**config.mk**
```make
export PLATFORM = sky130hd
export DESIGN_NAME = mbm_break_matrix
export DESIGN_NICKNAME = d
export VERILOG_FILES = /design/src/pkg/mbm_pkg.sv /design/src/rtl/mbm_evcnt.sv /design/src/rtl/mbm_break_matrix.sv
export SDC_FILE = /design/constraint.sdc
export NUM_CORES = 1
export LEC_CHECK = 0
export ABC_AREA = 1
export BUFFER_PORTS_ARGS = -buffer_cell sky130_fd_sc_hd__buf_2
export CORE_UTILIZATION = 40
export DETAILED_ROUTE_END_ITERATION = 10
export PLACE_DENSITY = 0.59
export RECOVER_POWER = 25
export REMOVE_ABC_BUFFERS = 1
export SYNTH_ARGS = -nofsm -noshare
export SYNTH_HDL_FRONTEND = slang
export SYNTH_SLANG_ARGS = --single-unit
```
**constraint.sdc**
```tcl
create_clock -name clk_i -period 2.2 [get_ports clk_i]
set_input_delay 0.22 -clock clk_i [delete_from_list [all_inputs] [get_ports clk_i]]
set_output_delay 0.22 -clock clk_i [all_outputs]
set_load 0.005 [all_outputs]
```
**src/pkg/mbm_pkg.sv**
```systemverilog
// How it works
// - pin_as_input routes pin onto bus, off at reset
// - pin_as_output drives pin from bus, off at reset
// - reduced build limits pin directions
// - each target picks one bus, default a
// - each source picks one bus, default a
// - shared source 0 has one enable for both cpu break and halt broadcast
// - halt broadcast drives cpu halt level
// - range conversion by core version
// - event counters count, sample at zero
// - counterless build samples every event
// - external break halts cpu on bus
// - external break turns trace actions into halt
// - suspend routed to none or one of eight
// - reset command restores all defaults
// - software break halts on debug instruction
// - disabled software break makes debug nop
// - suspend gate enable gates forwarding
// - direct passes level, capture latches falling edge
// - force asserts suspend always
package mbm_pkg;
    localparam int unsigned NUM_SRC = 7;
    localparam int unsigned NUM_TGT = 3;
    localparam int unsigned NUM_TRIG = 8;
    localparam int unsigned CNT_W = 16;
    localparam logic [7:0] ADR_CTRL = 8'h00;
    localparam logic [7:0] ADR_SRCSEL = 8'h04;
    localparam logic [7:0] ADR_SRCEN = 8'h08;
    localparam logic [7:0] ADR_SUSP = 8'h0c;
    localparam logic [7:0] ADR_CNTX = 8'h10;
    localparam logic [7:0] ADR_CNTY = 8'h14;
    localparam logic [7:0] ADR_STAT = 8'h18;
    localparam logic [7:0] ADR_CMD = 8'h1c;
    localparam int unsigned CMD_RESET = 0;
    localparam int unsigned CMD_CLEAR = 1;
    localparam logic [2:0] SUSP_NONE = 3'h0;
    typedef enum logic [1:0] {
        MBM_CAPTURE = 2'h1,
        MBM_DIRECT = 2'h2
    } mbm_mode_e;
    typedef struct packed {
        logic       in_a;
        logic       in_b;
        logic       out_a;
        logic       out_b;
        logic       halt_bc;
        logic       ext_brk;
        logic       sw_brk;
        logic       convert;
        logic [2:0] tgt_sel;
    } mbm_ctrl_s;
    localparam mbm_ctrl_s CTRL_RST = '{in_a: 1'b0, in_b: 1'b0, out_a: 1'b0, out_b: 1'b0, halt_bc: 1'b0,
                                       ext_brk: 1'b0, sw_brk: 1'b1, convert: 1'b0, tgt_sel: 3'h0};
    typedef struct packed {
        logic       en;
        logic       force_on;
        logic       direct;
        logic [3:0] route;
    } mbm_susp_s;
    localparam mbm_susp_s SUSP_RST = '{en: 1'b0, force_on: 1'b0, direct: 1'b0, route: 4'h0};
endpackage

```
**src/rtl/mbm_evcnt.sv**
```systemverilog
`timescale 1ns/1ps
`default_nettype none
module mbm_evcnt
    import mbm_pkg::*;
#(
    parameter int unsigned W = CNT_W,
    parameter bit HAS_CNT = 1'b1
) (
    input  wire logic         clk_i,
    input  wire logic         rst_i,
    input  wire logic         clr_i,
    input  wire logic         load_i,
    input  wire logic [W-1:0] load_val_i,
    input  wire logic         event_i,
    input  wire logic [3:0]   status_i,
    output logic [W-1:0]      count_o,
    output logic [3:0]        sample_o
);
    logic [W-1:0] cnt_reg;
    logic [3:0]   smp_reg;
    wire          take = event_i && (!HAS_CNT || cnt_reg == '0);
    always_ff @(posedge clk_i) begin
        if (rst_i || clr_i) begin
            cnt_reg <= '0;
            smp_reg <= 4'h0;
        end else begin
            if (load_i) begin
                cnt_reg <= load_val_i;
            end else if (event_i && HAS_CNT) begin
                cnt_reg <= cnt_reg + 1'b1;
            end
            if (take) begin
                smp_reg <= status_i;
            end
        end
    end
    assign count_o = cnt_reg;
    assign sample_o = smp_reg;
endmodule // mbm_evcnt
`default_nettype wire

```
**src/rtl/mbm_break_matrix.sv**
```systemverilog
`timescale 1ns/1ps
`default_nettype none
module mbm_break_matrix
    import mbm_pkg::*;
#(
    parameter bit REDUCED = 1'b0,
    parameter bit EXT_ALWAYS = 1'b0,
    parameter bit HAS_CNT = 1'b1,
    parameter bit NEW_CORE = 1'b1
) (
    input  wire logic                clk_i,
    input  wire logic                rst_i,
    input  wire logic                cyc_i,
    input  wire logic                stb_i,
    input  wire logic                we_i,
    input  wire logic [7:0]          adr_i,
    input  wire logic [3:0]          sel_i,
    input  wire logic [31:0]         dat_i,
    output logic [31:0]              dat_o,
    output logic                     ack_o,
    input  wire logic                break_in_pin_i,
    output logic                     break_in_pin_o,
    output logic                     break_in_pin_oe_o,
    input  wire logic                break_out_pin_i,
    output logic                     break_out_pin_o,
    output logic                     break_out_pin_oe_o,
    input  wire logic [NUM_SRC-1:0]  src_brk_i,
    input  wire logic                cpu_halted_i,
    input  wire logic                debug_instr_i,
    input  wire logic                trace_action_i,
    input  wire logic                range_bp_i,
    input  wire logic                range_single_i,
    input  wire logic                ev_x_i,
    input  wire logic                ev_y_i,
    input  wire logic [3:0]          ev_status_i,
    output logic                     cpu_halt_req_o,
    output logic                     cpu_debug_nop_o,
    output logic                     trace_ctrl_en_o,
    output logic                     range_to_single_o,
    output logic                     trace_brk_n_o,
    output logic                     suspend_o,
    output logic [NUM_TRIG-1:0]      trigger_out_o
);
    mbm_ctrl_s              ctrl_reg;
    mbm_susp_s              susp_reg;
    logic [NUM_SRC-1:0]     srcsel_reg;
    logic [NUM_SRC-1:0]     srcen_reg;
    logic [1:0]             sin_a_reg, sout_a_reg;
    logic                   sg_prev_reg, cap_reg, ack_reg;
    logic [31:0]            dat_reg;
    logic                   halt_req_reg, nop_reg, trc_reg, conv_reg, trcbrk_reg, susp_out_reg;
    logic                   pin_in_oe_reg, pin_out_oe_reg;
    logic [NUM_TRIG-1:0]    trig_reg;
    logic [CNT_W-1:0]       cnt_x, cnt_y;
    logic [3:0]             smp_x, smp_y;
    // bus slave decode
    wire req = cyc_i && stb_i && !ack_reg;
    wire wr = req && we_i;
    wire wr_ctrl = wr && adr_i == ADR_CTRL && sel_i[1:0] == 2'h3;
    wire wr_src = wr && adr_i == ADR_SRCSEL && sel_i[0];
    wire wr_en = wr && adr_i == ADR_SRCEN && sel_i[0];
    wire wr_susp = wr && adr_i == ADR_SUSP && sel_i[0];
    wire wr_cx = wr && adr_i == ADR_CNTX && sel_i[1:0] == 2'h3;
    wire wr_cy = wr && adr_i == ADR_CNTY && sel_i[1:0] == 2'h3;
    wire wr_cmd = wr && adr_i == ADR_CMD && sel_i[0];
    wire cmd_rst = wr_cmd && dat_i[CMD_RESET];
    wire cmd_clr = wr_cmd && dat_i[CMD_CLEAR];
    // synchronised pins, active low
    wire pin_in_act = !sin_a_reg[1];
    wire pin_out_act = !sout_a_reg[1];
    // effective pin directions
    wire use_in_a = ctrl_reg.in_a;
    wire use_in_b = ctrl_reg.in_b && !REDUCED;
    wire use_out_a = ctrl_reg.out_a && !REDUCED;
    wire use_out_b = ctrl_reg.out_b;
    // sources onto buses
    logic [NUM_SRC-1:0] src_act;
    logic [NUM_SRC-1:0] on_a, on_b;
    genvar g;
    generate
        for (g = 0; g < NUM_SRC; g++) begin : g_src
            if (g == 0) begin : g_cpu
                assign src_act[g] = srcen_reg[g] && (src_brk_i[g] || (ctrl_reg.halt_bc && cpu_halted_i));
            end else begin : g_oth
                assign src_act[g] = srcen_reg[g] && src_brk_i[g];
            end
            assign on_a[g] = src_act[g] && !srcsel_reg[g];
            assign on_b[g] = src_act[g] && srcsel_reg[g];
        end
    endgenerate
    // wired buses, asserted when any driver active
    wire line_a = |on_a || (use_in_a && pin_in_act);
    wire line_b = |on_b || (use_in_b && pin_out_act);
    // targets pick a bus
    wire cpu_line = ctrl_reg.tgt_sel[0] ? line_b : line_a;
    wire trc_line = ctrl_reg.tgt_sel[1] ? line_b : line_a;
    wire sg_line = ctrl_reg.tgt_sel[2] ? line_b : line_a;
    wire ext_on = ctrl_reg.ext_brk || EXT_ALWAYS;
    wire halt_next = (ext_on && (cpu_line || trace_action_i)) || (ctrl_reg.sw_brk && debug_instr_i);
    wire sg_fall = sg_line && !sg_prev_reg; // bus level falls when it asserts
    wire cap_next = cmd_clr ? sg_fall : (cap_reg || sg_fall);
    wire sg_lvl = susp_reg.direct ? sg_line : cap_reg;
    wire susp_next = susp_reg.force_on || (susp_reg.en && sg_lvl);
    wire conv_next = ctrl_reg.convert && range_bp_i && (!NEW_CORE || range_single_i);
    logic [NUM_TRIG-1:0] trig_next;
    generate
        for (g = 0; g < NUM_TRIG; g++) begin : g_trig
            assign trig_next[g] = susp_reg.route == 4'(g + 1) && susp_out_reg;
        end
    endgenerate
    wire [31:0] rd_ctrl = {21'h0, ctrl_reg};
    wire [31:0] rd_stat = {18'h0, cap_reg, susp_out_reg, trc_line, cpu_line, line_b, line_a, smp_y, smp_x};
    logic [31:0] rd_mux;
    always_comb begin
        case (adr_i)
            ADR_CTRL: rd_mux = rd_ctrl;
            ADR_SRCSEL: rd_mux = {25'h0, srcsel_reg};
            ADR_SRCEN: rd_mux = {25'h0, srcen_reg};
            ADR_SUSP: rd_mux = {25'h0, susp_reg};
            ADR_CNTX: rd_mux = {16'h0, cnt_x};
            ADR_CNTY: rd_mux = {16'h0, cnt_y};
            ADR_STAT: rd_mux = rd_stat;
            default: rd_mux = 32'h0;
        endcase
    end
    always_ff @(posedge clk_i) begin
        sin_a_reg <= {sin_a_reg[0], break_in_pin_i};
        sout_a_reg <= {sout_a_reg[0], break_out_pin_i};
        if (rst_i) begin
            sin_a_reg <= 2'h3;
            sout_a_reg <= 2'h3;
        end
    end
    always_ff @(posedge clk_i) begin
        if (rst_i || cmd_rst) begin
            ctrl_reg <= CTRL_RST;
            susp_reg <= SUSP_RST;
            srcsel_reg <= '0;
            srcen_reg <= '1;
        end else begin
            if (wr_ctrl) ctrl_reg <= mbm_ctrl_s'(dat_i[10:0]);
            if (wr_susp) susp_reg <= mbm_susp_s'(dat_i[6:0]);
            if (wr_src) srcsel_reg <= dat_i[NUM_SRC-1:0];
            if (wr_en) srcen_reg <= dat_i[NUM_SRC-1:0];
        end
    end
    always_ff @(posedge clk_i) begin
        if (rst_i || cmd_rst) begin
            cap_reg <= 1'b0;
            sg_prev_reg <= 1'b0;
        end else begin
            cap_reg <= cap_next;
            sg_prev_reg <= sg_line;
        end
    end
    always_ff @(posedge clk_i) begin
        if (rst_i) begin
            ack_reg <= 1'b0;
            dat_reg <= 32'h0;
        end else begin
            ack_reg <= req;
            dat_reg <= req ? rd_mux : 32'h0;
        end
    end
    always_ff @(posedge clk_i) begin
        if (rst_i) begin
            halt_req_reg <= 1'b0;
            nop_reg <= 1'b0;
            trc_reg <= 1'b1;
            conv_reg <= 1'b0;
            trcbrk_reg <= 1'b0;
            susp_out_reg <= 1'b0;
            trig_reg <= '0;
            pin_in_oe_reg <= 1'b0;
            pin_out_oe_reg <= 1'b0;
        end else begin
            halt_req_reg <= halt_next;
            nop_reg <= !ctrl_reg.sw_brk && debug_instr_i;
            trc_reg <= !ext_on;
            conv_reg <= conv_next;
            trcbrk_reg <= trc_line;
            susp_out_reg <= susp_next;
            trig_reg <= trig_next;
            pin_out_oe_reg <= use_out_b && line_b;
            pin_in_oe_reg <= use_out_a && line_a;
        end
    end
    mbm_evcnt #(.W(CNT_W), .HAS_CNT(HAS_CNT)) u_event_x_counter (
        .clk_i(clk_i), .rst_i(rst_i), .clr_i(cmd_rst), .load_i(wr_cx), .load_val_i(dat_i[CNT_W-1:0]),
        .event_i(ev_x_i), .status_i(ev_status_i), .count_o(cnt_x), .sample_o(smp_x)
    );
    mbm_evcnt #(.W(CNT_W), .HAS_CNT(HAS_CNT)) u_event_y_counter (
        .clk_i(clk_i), .rst_i(rst_i), .clr_i(cmd_rst), .load_i(wr_cy), .load_val_i(dat_i[CNT_W-1:0]),
        .event_i(ev_y_i), .status_i(ev_status_i), .count_o(cnt_y), .sample_o(smp_y)
    );
    assign dat_o = dat_reg;
    assign ack_o = ack_reg;
    assign break_in_pin_o = 1'b0;
    assign break_out_pin_o = 1'b0;
    assign break_in_pin_oe_o = pin_in_oe_reg;
    assign break_out_pin_oe_o = pin_out_oe_reg;
    assign cpu_halt_req_o = halt_req_reg;
    assign cpu_debug_nop_o = nop_reg;
    assign trace_ctrl_en_o = trc_reg;
    assign range_to_single_o = conv_reg;
    assign trace_brk_n_o = !trcbrk_reg;
    assign suspend_o = susp_out_reg;
    assign trigger_out_o = trig_reg;
endmodule // mbm_break_matrix
`default_nettype wire

```
; Word level (Yosys, flattened, before mapping)
; Index checks and enable logic that the tools add are counted.
[word_totals]
regBits = 127
inputBits = 69
out_inout_bits = 51
elab_cells = 155
[op_classes]
n_addsub = 2
eq_ne = 16
n_mux = 10
bitwise = 1
reduce_logical = 92
[ops]
columns = operator, n
row1 = one-hot mux 16 bit (7 select lines), 1
row2 = 2-to-1 mux 16 bit, 4
row3 = logical AND 1 bit, 62
row4 = adder 16 x 1 -> 16 bit (second input constant), 2
row5 = == test 8 x 5 -> 1 bit (second input constant), 4
row6 = zero test 16 bit, 2
row7 = == test 4 x 3 -> 1 bit (second input constant), 4
row8 = == test 8 x 4 -> 1 bit (second input constant), 2
row9 = zero test 1 bit, 14
row10 = OR reduction 7 bit, 2
row11 = == test 4 x 2 -> 1 bit (second input constant), 2
row12 = == test 8 x 3 -> 1 bit (second input constant), 1
row13 = zero test 8 bit, 1
row14 = logical OR 1 bit, 8
row15 = 2-to-1 mux 1 bit, 5
row16 = == test 4 x 1 -> 1 bit (second input constant), 1
row17 = == test 4 bit (second input constant), 1
row18 = nonzero test 2 bit, 2
row19 = == test 2 bit (second input constant), 1
row20 = OR reduction 2 bit, 1
row21 = NOT 1 bit, 1

; Longest topological paths before layout
[depth]
word_depth = 10
ltp_mapped = 11
depth_no_buf = 10

; Modules after synthesis
; A second synthesis with hierarchy kept.
[unflattened]
cells_unflattened = 828
hier_area_um2 = 5818.1
[by_module_without_submodules]
columns = module, instances, cells_per_inst, area_each_um2, seq_area_each_um2
row1 = mbm_break_matrix, 1, 456, 3353.2, 1421.4
row2 = mbm_evcnt, 2, 186, 1232.4, 400.4

; Worst setup path before layout
; OpenSTA, ideal clock, no wires.
[synth_timing]
path_type = flip-flop to flip-flop
start = register u_event_x_counter.cnt_reg[0] (netlist: u_event_x_counter.count_o[0])
end = register u_event_x_counter.cnt_reg[14] (netlist: u_event_x_counter.count_o[14])
setup_ps = 70
t_arrival_ps = 1336
required_time_ps = 2130
path_slack_ps = 794
stages_incl_launch_ff = 8
path_buffers = 0
period_less_slack_ps = 1406
path_cell_list = dfxtp_1 > ha_1 > nand2_1 > nor2_1 > nand3_1 > o21ai_0 > nand3_1 > a21oi_1
[synth_via]
elab_chain_len = 3
[synth_rtl]
columns = item, line_no
row1 = "start, declared", mbm_evcnt.sv:19  ; logic [W-1:0] cnt_reg;
row2 = "start signal, assigned", mbm_evcnt.sv:28  ; cnt_reg <= load_val_i;
row3 = "start signal, assigned", mbm_evcnt.sv:30  ; cnt_reg <= cnt_reg + 1'b1;
row4 = adder 16 x 1 -> 16 bit, mbm_evcnt.sv:30
row5 = 2-to-1 mux 16 bit, mbm_evcnt.sv:29  ; end else if (event_i && HAS_CNT) begin
row6 = 2-to-1 mux 16 bit, mbm_evcnt.sv:27  ; if (load_i) begin
; Every way passes these cells. The select of a mux whose other input is x is not followed.
; A chain may end at the register's enable or synchronous reset.

; Worst setup path after layout
[layout_timing]
start = register ack_reg (netlist: ack_o)
end = register dat_reg[2] (netlist: dat_o[2])
[layout_via]
elab_chain_len = 4
[layout_rtl]
columns = item, line_no
row1 = "start, declared", mbm_break_matrix.sv:49  ; logic sg_prev_reg, cap_reg, ack_reg;
row2 = "start signal, assigned", mbm_break_matrix.sv:161  ; ack_reg <= req;
row3 = zero test 1 bit, mbm_break_matrix.sv:57  ; wire req = cyc_i && stb_i && !ack_reg;
row4 = logical AND 1 bit, mbm_break_matrix.sv:57
row5 = NOT 1 bit (no source line), n/a
row6 = OR reduction 2 bit (no source line), n/a
row7 = "end signal, assigned", mbm_break_matrix.sv:162  ; dat_reg <= req ? rd_mux : 32'h0;
row8 = "end, declared", mbm_break_matrix.sv:50  ; logic [31:0] dat_reg;
; Every way passes these cells.

==> metrics.md <==
| Metric | Value |
|---|---|
| Initial detailed-routing violation count | 400 |
| Gate family responsible for the most delay along the worst path | buffers and inverters |
| Count leader, synth | nand2_1 |
| Level count of the clock H-tree | 3 |
| Final routed DRC violation total | 0 |
| Quantity of gates resized following cts | 0 |
| Clock insertion delay at the later pin of the skew report | 370 ps |
| Average size of a mapped cell | 6.61 um^2 |
| Library cell occupying the most area in the post-synthesis netlist | dfxtp_1 |
| Leakage | between 2 and 3 nW |
| Startpoint-to-endpoint class of the critical path | reg2reg |
| Horiz. Die Dim | 122 um |
| Total half-perimeter wirelength after legalization and detailed placement | 13.4 mm |
| Share of synthesized flip-flops with an asynchronous set or reset | 0% |
| Placer's final routability congestion estimate | slightly below 0.9 |
| Layout-stage area growth over the synthesis result | 14.7% |
| # rows | 43 |
| Transition time of the tightest slew-check pin | roughly 640 ps |
| Setup slack, reg-to-reg | around 430 ps |
| Via count of the first global-routing pass | 5167 |
| Final hold violation count | 0 |
| GRT Overall Usage | 25.0% |
| Share of synthesized area occupied by flip-flops and latches | 38.7% |
| Largest net degree at the start of global routing | 27 |
| Antenna diode count | 0 |
| Flip-flop cell with the highest count after synthesis | dfxtp_1 |
| Fin crit period | 1770 ps |
| Wire length of the first global-routing pass | 27.7 mm |
| Layout net count | 1026 |
| Number of flops mapped to enable cells by yosys | 0 |
| First-pass iteration count of the detailed router | 5 |
| Clock tree root driver cell | clkbuf_16 |
| Initial antenna violation count | 0 |
| Final number of setup-violating endpoints | 0 |
| Drt total wl | between 15 and 20 mm |
| Max VDD drop | 0.703 mV |
| Vias after detailed routing | 5692 |
| Commonest cells post-synth | nand2_1, dfxtp_1, inv_1 |
| Relative slew slack | 57.2% |
| Via density per instance | 5.00 |
| Total grt overflow | 0 |
| Cell variety after synth | 34 |
| Delay contributed by the slowest stage of the critical path | between 400 and 500 ps |
| Warnings from Yosys | 0 |
| Critical path required time | between 2000 and 2500 ps |
| Die Height | 122 um |
| Final routed wire length divided by cell count | around 15 um |
| Maximum number of buffers from clock root to sink | 2 |
| Final setup skew | 11.1 ps |
| Synth Register Bits | 111 |
| Share of the synthesized area in the top cell type | 38.7% |
| Share of the core filled with cells in the final layout | 47.2% |
| CTS clock-pin slew for the worst setup and hold paths | approximately 80 ps |
| Count of buffers from port buffering | 83 |
| Hold Path Class | in2reg |
| Critical path peak fanout | 10 |
| Startpoint kind of the worst setup timing path | flop |
| Total standard cell area after synthesis | 0.00574 mm^2 |
| Number of max-slew violations in the final report | 0 |
| Detail Route Antenna Nets | 0 |
| Critical path capture point type | flop |
| Unrepaired setup endpoints after global routing | no |
| Cts-stage hold buffer count | 0 |
| Number of clock buffers inserted by TritonCTS | 9 |
| Fraction of final layout cells sized beyond drive strength 1 | between 10% and 20% |
| Cell area power density | 631 mW/mm^2 |
| Count of max-cap constraint violations | 0 |
| Power after layout | 4.15 mW |
| Maximum achievable frequency | 0.563 GHz |
| Worst Path Arrival | between 2000 and 2500 ps |
| Post-CTS repair timing setup buffer count | 0 |
| Bufs and invs on worst path | 2 |
| Fin crit share | 80.7% |
| Die area | 0.0148 mm^2 |
| Initial Util | 41.2% |
| TritonCTS Sinks | 111 |
| Post-synthesis cell count | 869 |
| Cell-by-cell listing of the critical path | nand3b_1, nor2_1, clkbuf_1, clkinv_1, a21oi_1 |
| Cell types occupying the most area after synthesis | dfxtp_1, nand2_1, inv_1 |
| TritonCTS clock tree | yes |
| Std-Cell Core Area | 0.0139 mm^2 |
| Result of the run | finished clean |
| Worst path slowest cell | clkinv_1 |
| Count of boundary I/O pins | between 100 and 150 |
cells by family (layout without fill, tap and decap cells):
group	count (synthesis)	after routing	share of synthesized area, %
simple gates	466	466	35.1
buf+inv	147	219	11.8
compound gates	128	128	11.7
flops	111	111	38.7
xor+xnor	12	12	1.83
fa+ha+maj	4	4	0.872
other cells	1	18	0.0653
area by class of cell:
cell class | count | area [um^2]
multi-input combinational | 628 | 2910
clock inverter | 7 | 114
timing repair buffer | 95 | 484
fill | 1491 | 7350
inverter | 108 | 405
tap | 180 | 225
sequential | 111 | 2220
clock buffer | 9 | 225
final timing paths:
path                    from               to  depth (start not counted)
max                    ack_o         dat_o[2]                          5
min          break_out_pin_i    sout_a_reg[0]                          2
max reg2reg            ack_o         dat_o[2]                          5
min reg2reg      ctrl_reg[4]  cpu_debug_nop_o                          1
report_power, final:
group | internal (mW) | switching, mW
clock network | 1.02 | 0.819
logic | 0.0813 | 0.182
registers | 2.03 | 0.0149
worst reg2reg max path, cell delays in order, from the launching register on:
cell and delay [ps]:
dfxtp_1 310, nand3b_1 170, nor2_1 100, clkbuf_1 320, clkinv_1 460, a21oi_1 320
metal layers:
| layer | track usage [%] | vias to the layer above | wire length (um) | part of all wire [%] |
|---|---|---|---|---|
| li1 | - | 2904 | - | - |
| met1 | 34.4 | 2575 | 8070 | 46 |
| met2 | 39.6 | 198 | 7940 | 45 |
| met3 | 5.20 | 15 | 1330 | 7.5 |
| met4 | 6.17 | 0 | 260 | 1.5 |
| met5 | 0 | - | 0 | 0 |
per-stage QoR:
| stage | setup WS (ps) | hold WS [ps] | setup TNS [ps] | instance area (um^2) | std cells |
|---|---|---|---|---|---|
| floorplan | -26.2 | 289 | -180 | 5530 | 847 |
| global placement | 388 | 403 | 0 | 6260 | 1122 |
| detailed placement | 364 | 408 | 0 | 6260 | 1122 |
| CTS | 455 | 28.4 | 0 | 6600 | 1138 |
| global route | 274 | 21.4 | 0 | 6580 | 1138 |
| finish | 425 | 35.2 | 0 | 6580 | 1138 |
cells in the final DEF (no fill, tap or decap), types with 6 or more instances in the layout:
cell       count
clkbuf_16      9
nand2_1      243
dfxtp_1      111
nand2_2        6
o22ai_1        8
clkbuf_1      15
buf_4         11
inv_1        103
o211ai_1       6
nor3_1        10
buf_2         69
nand4_1       17
nand3_1       67
o21ai_0       41
a21oi_1       70
nor2_4         6
nor2_1       100
xor2_1        12
conb_1        18
(Power assumes the default switching activity.)
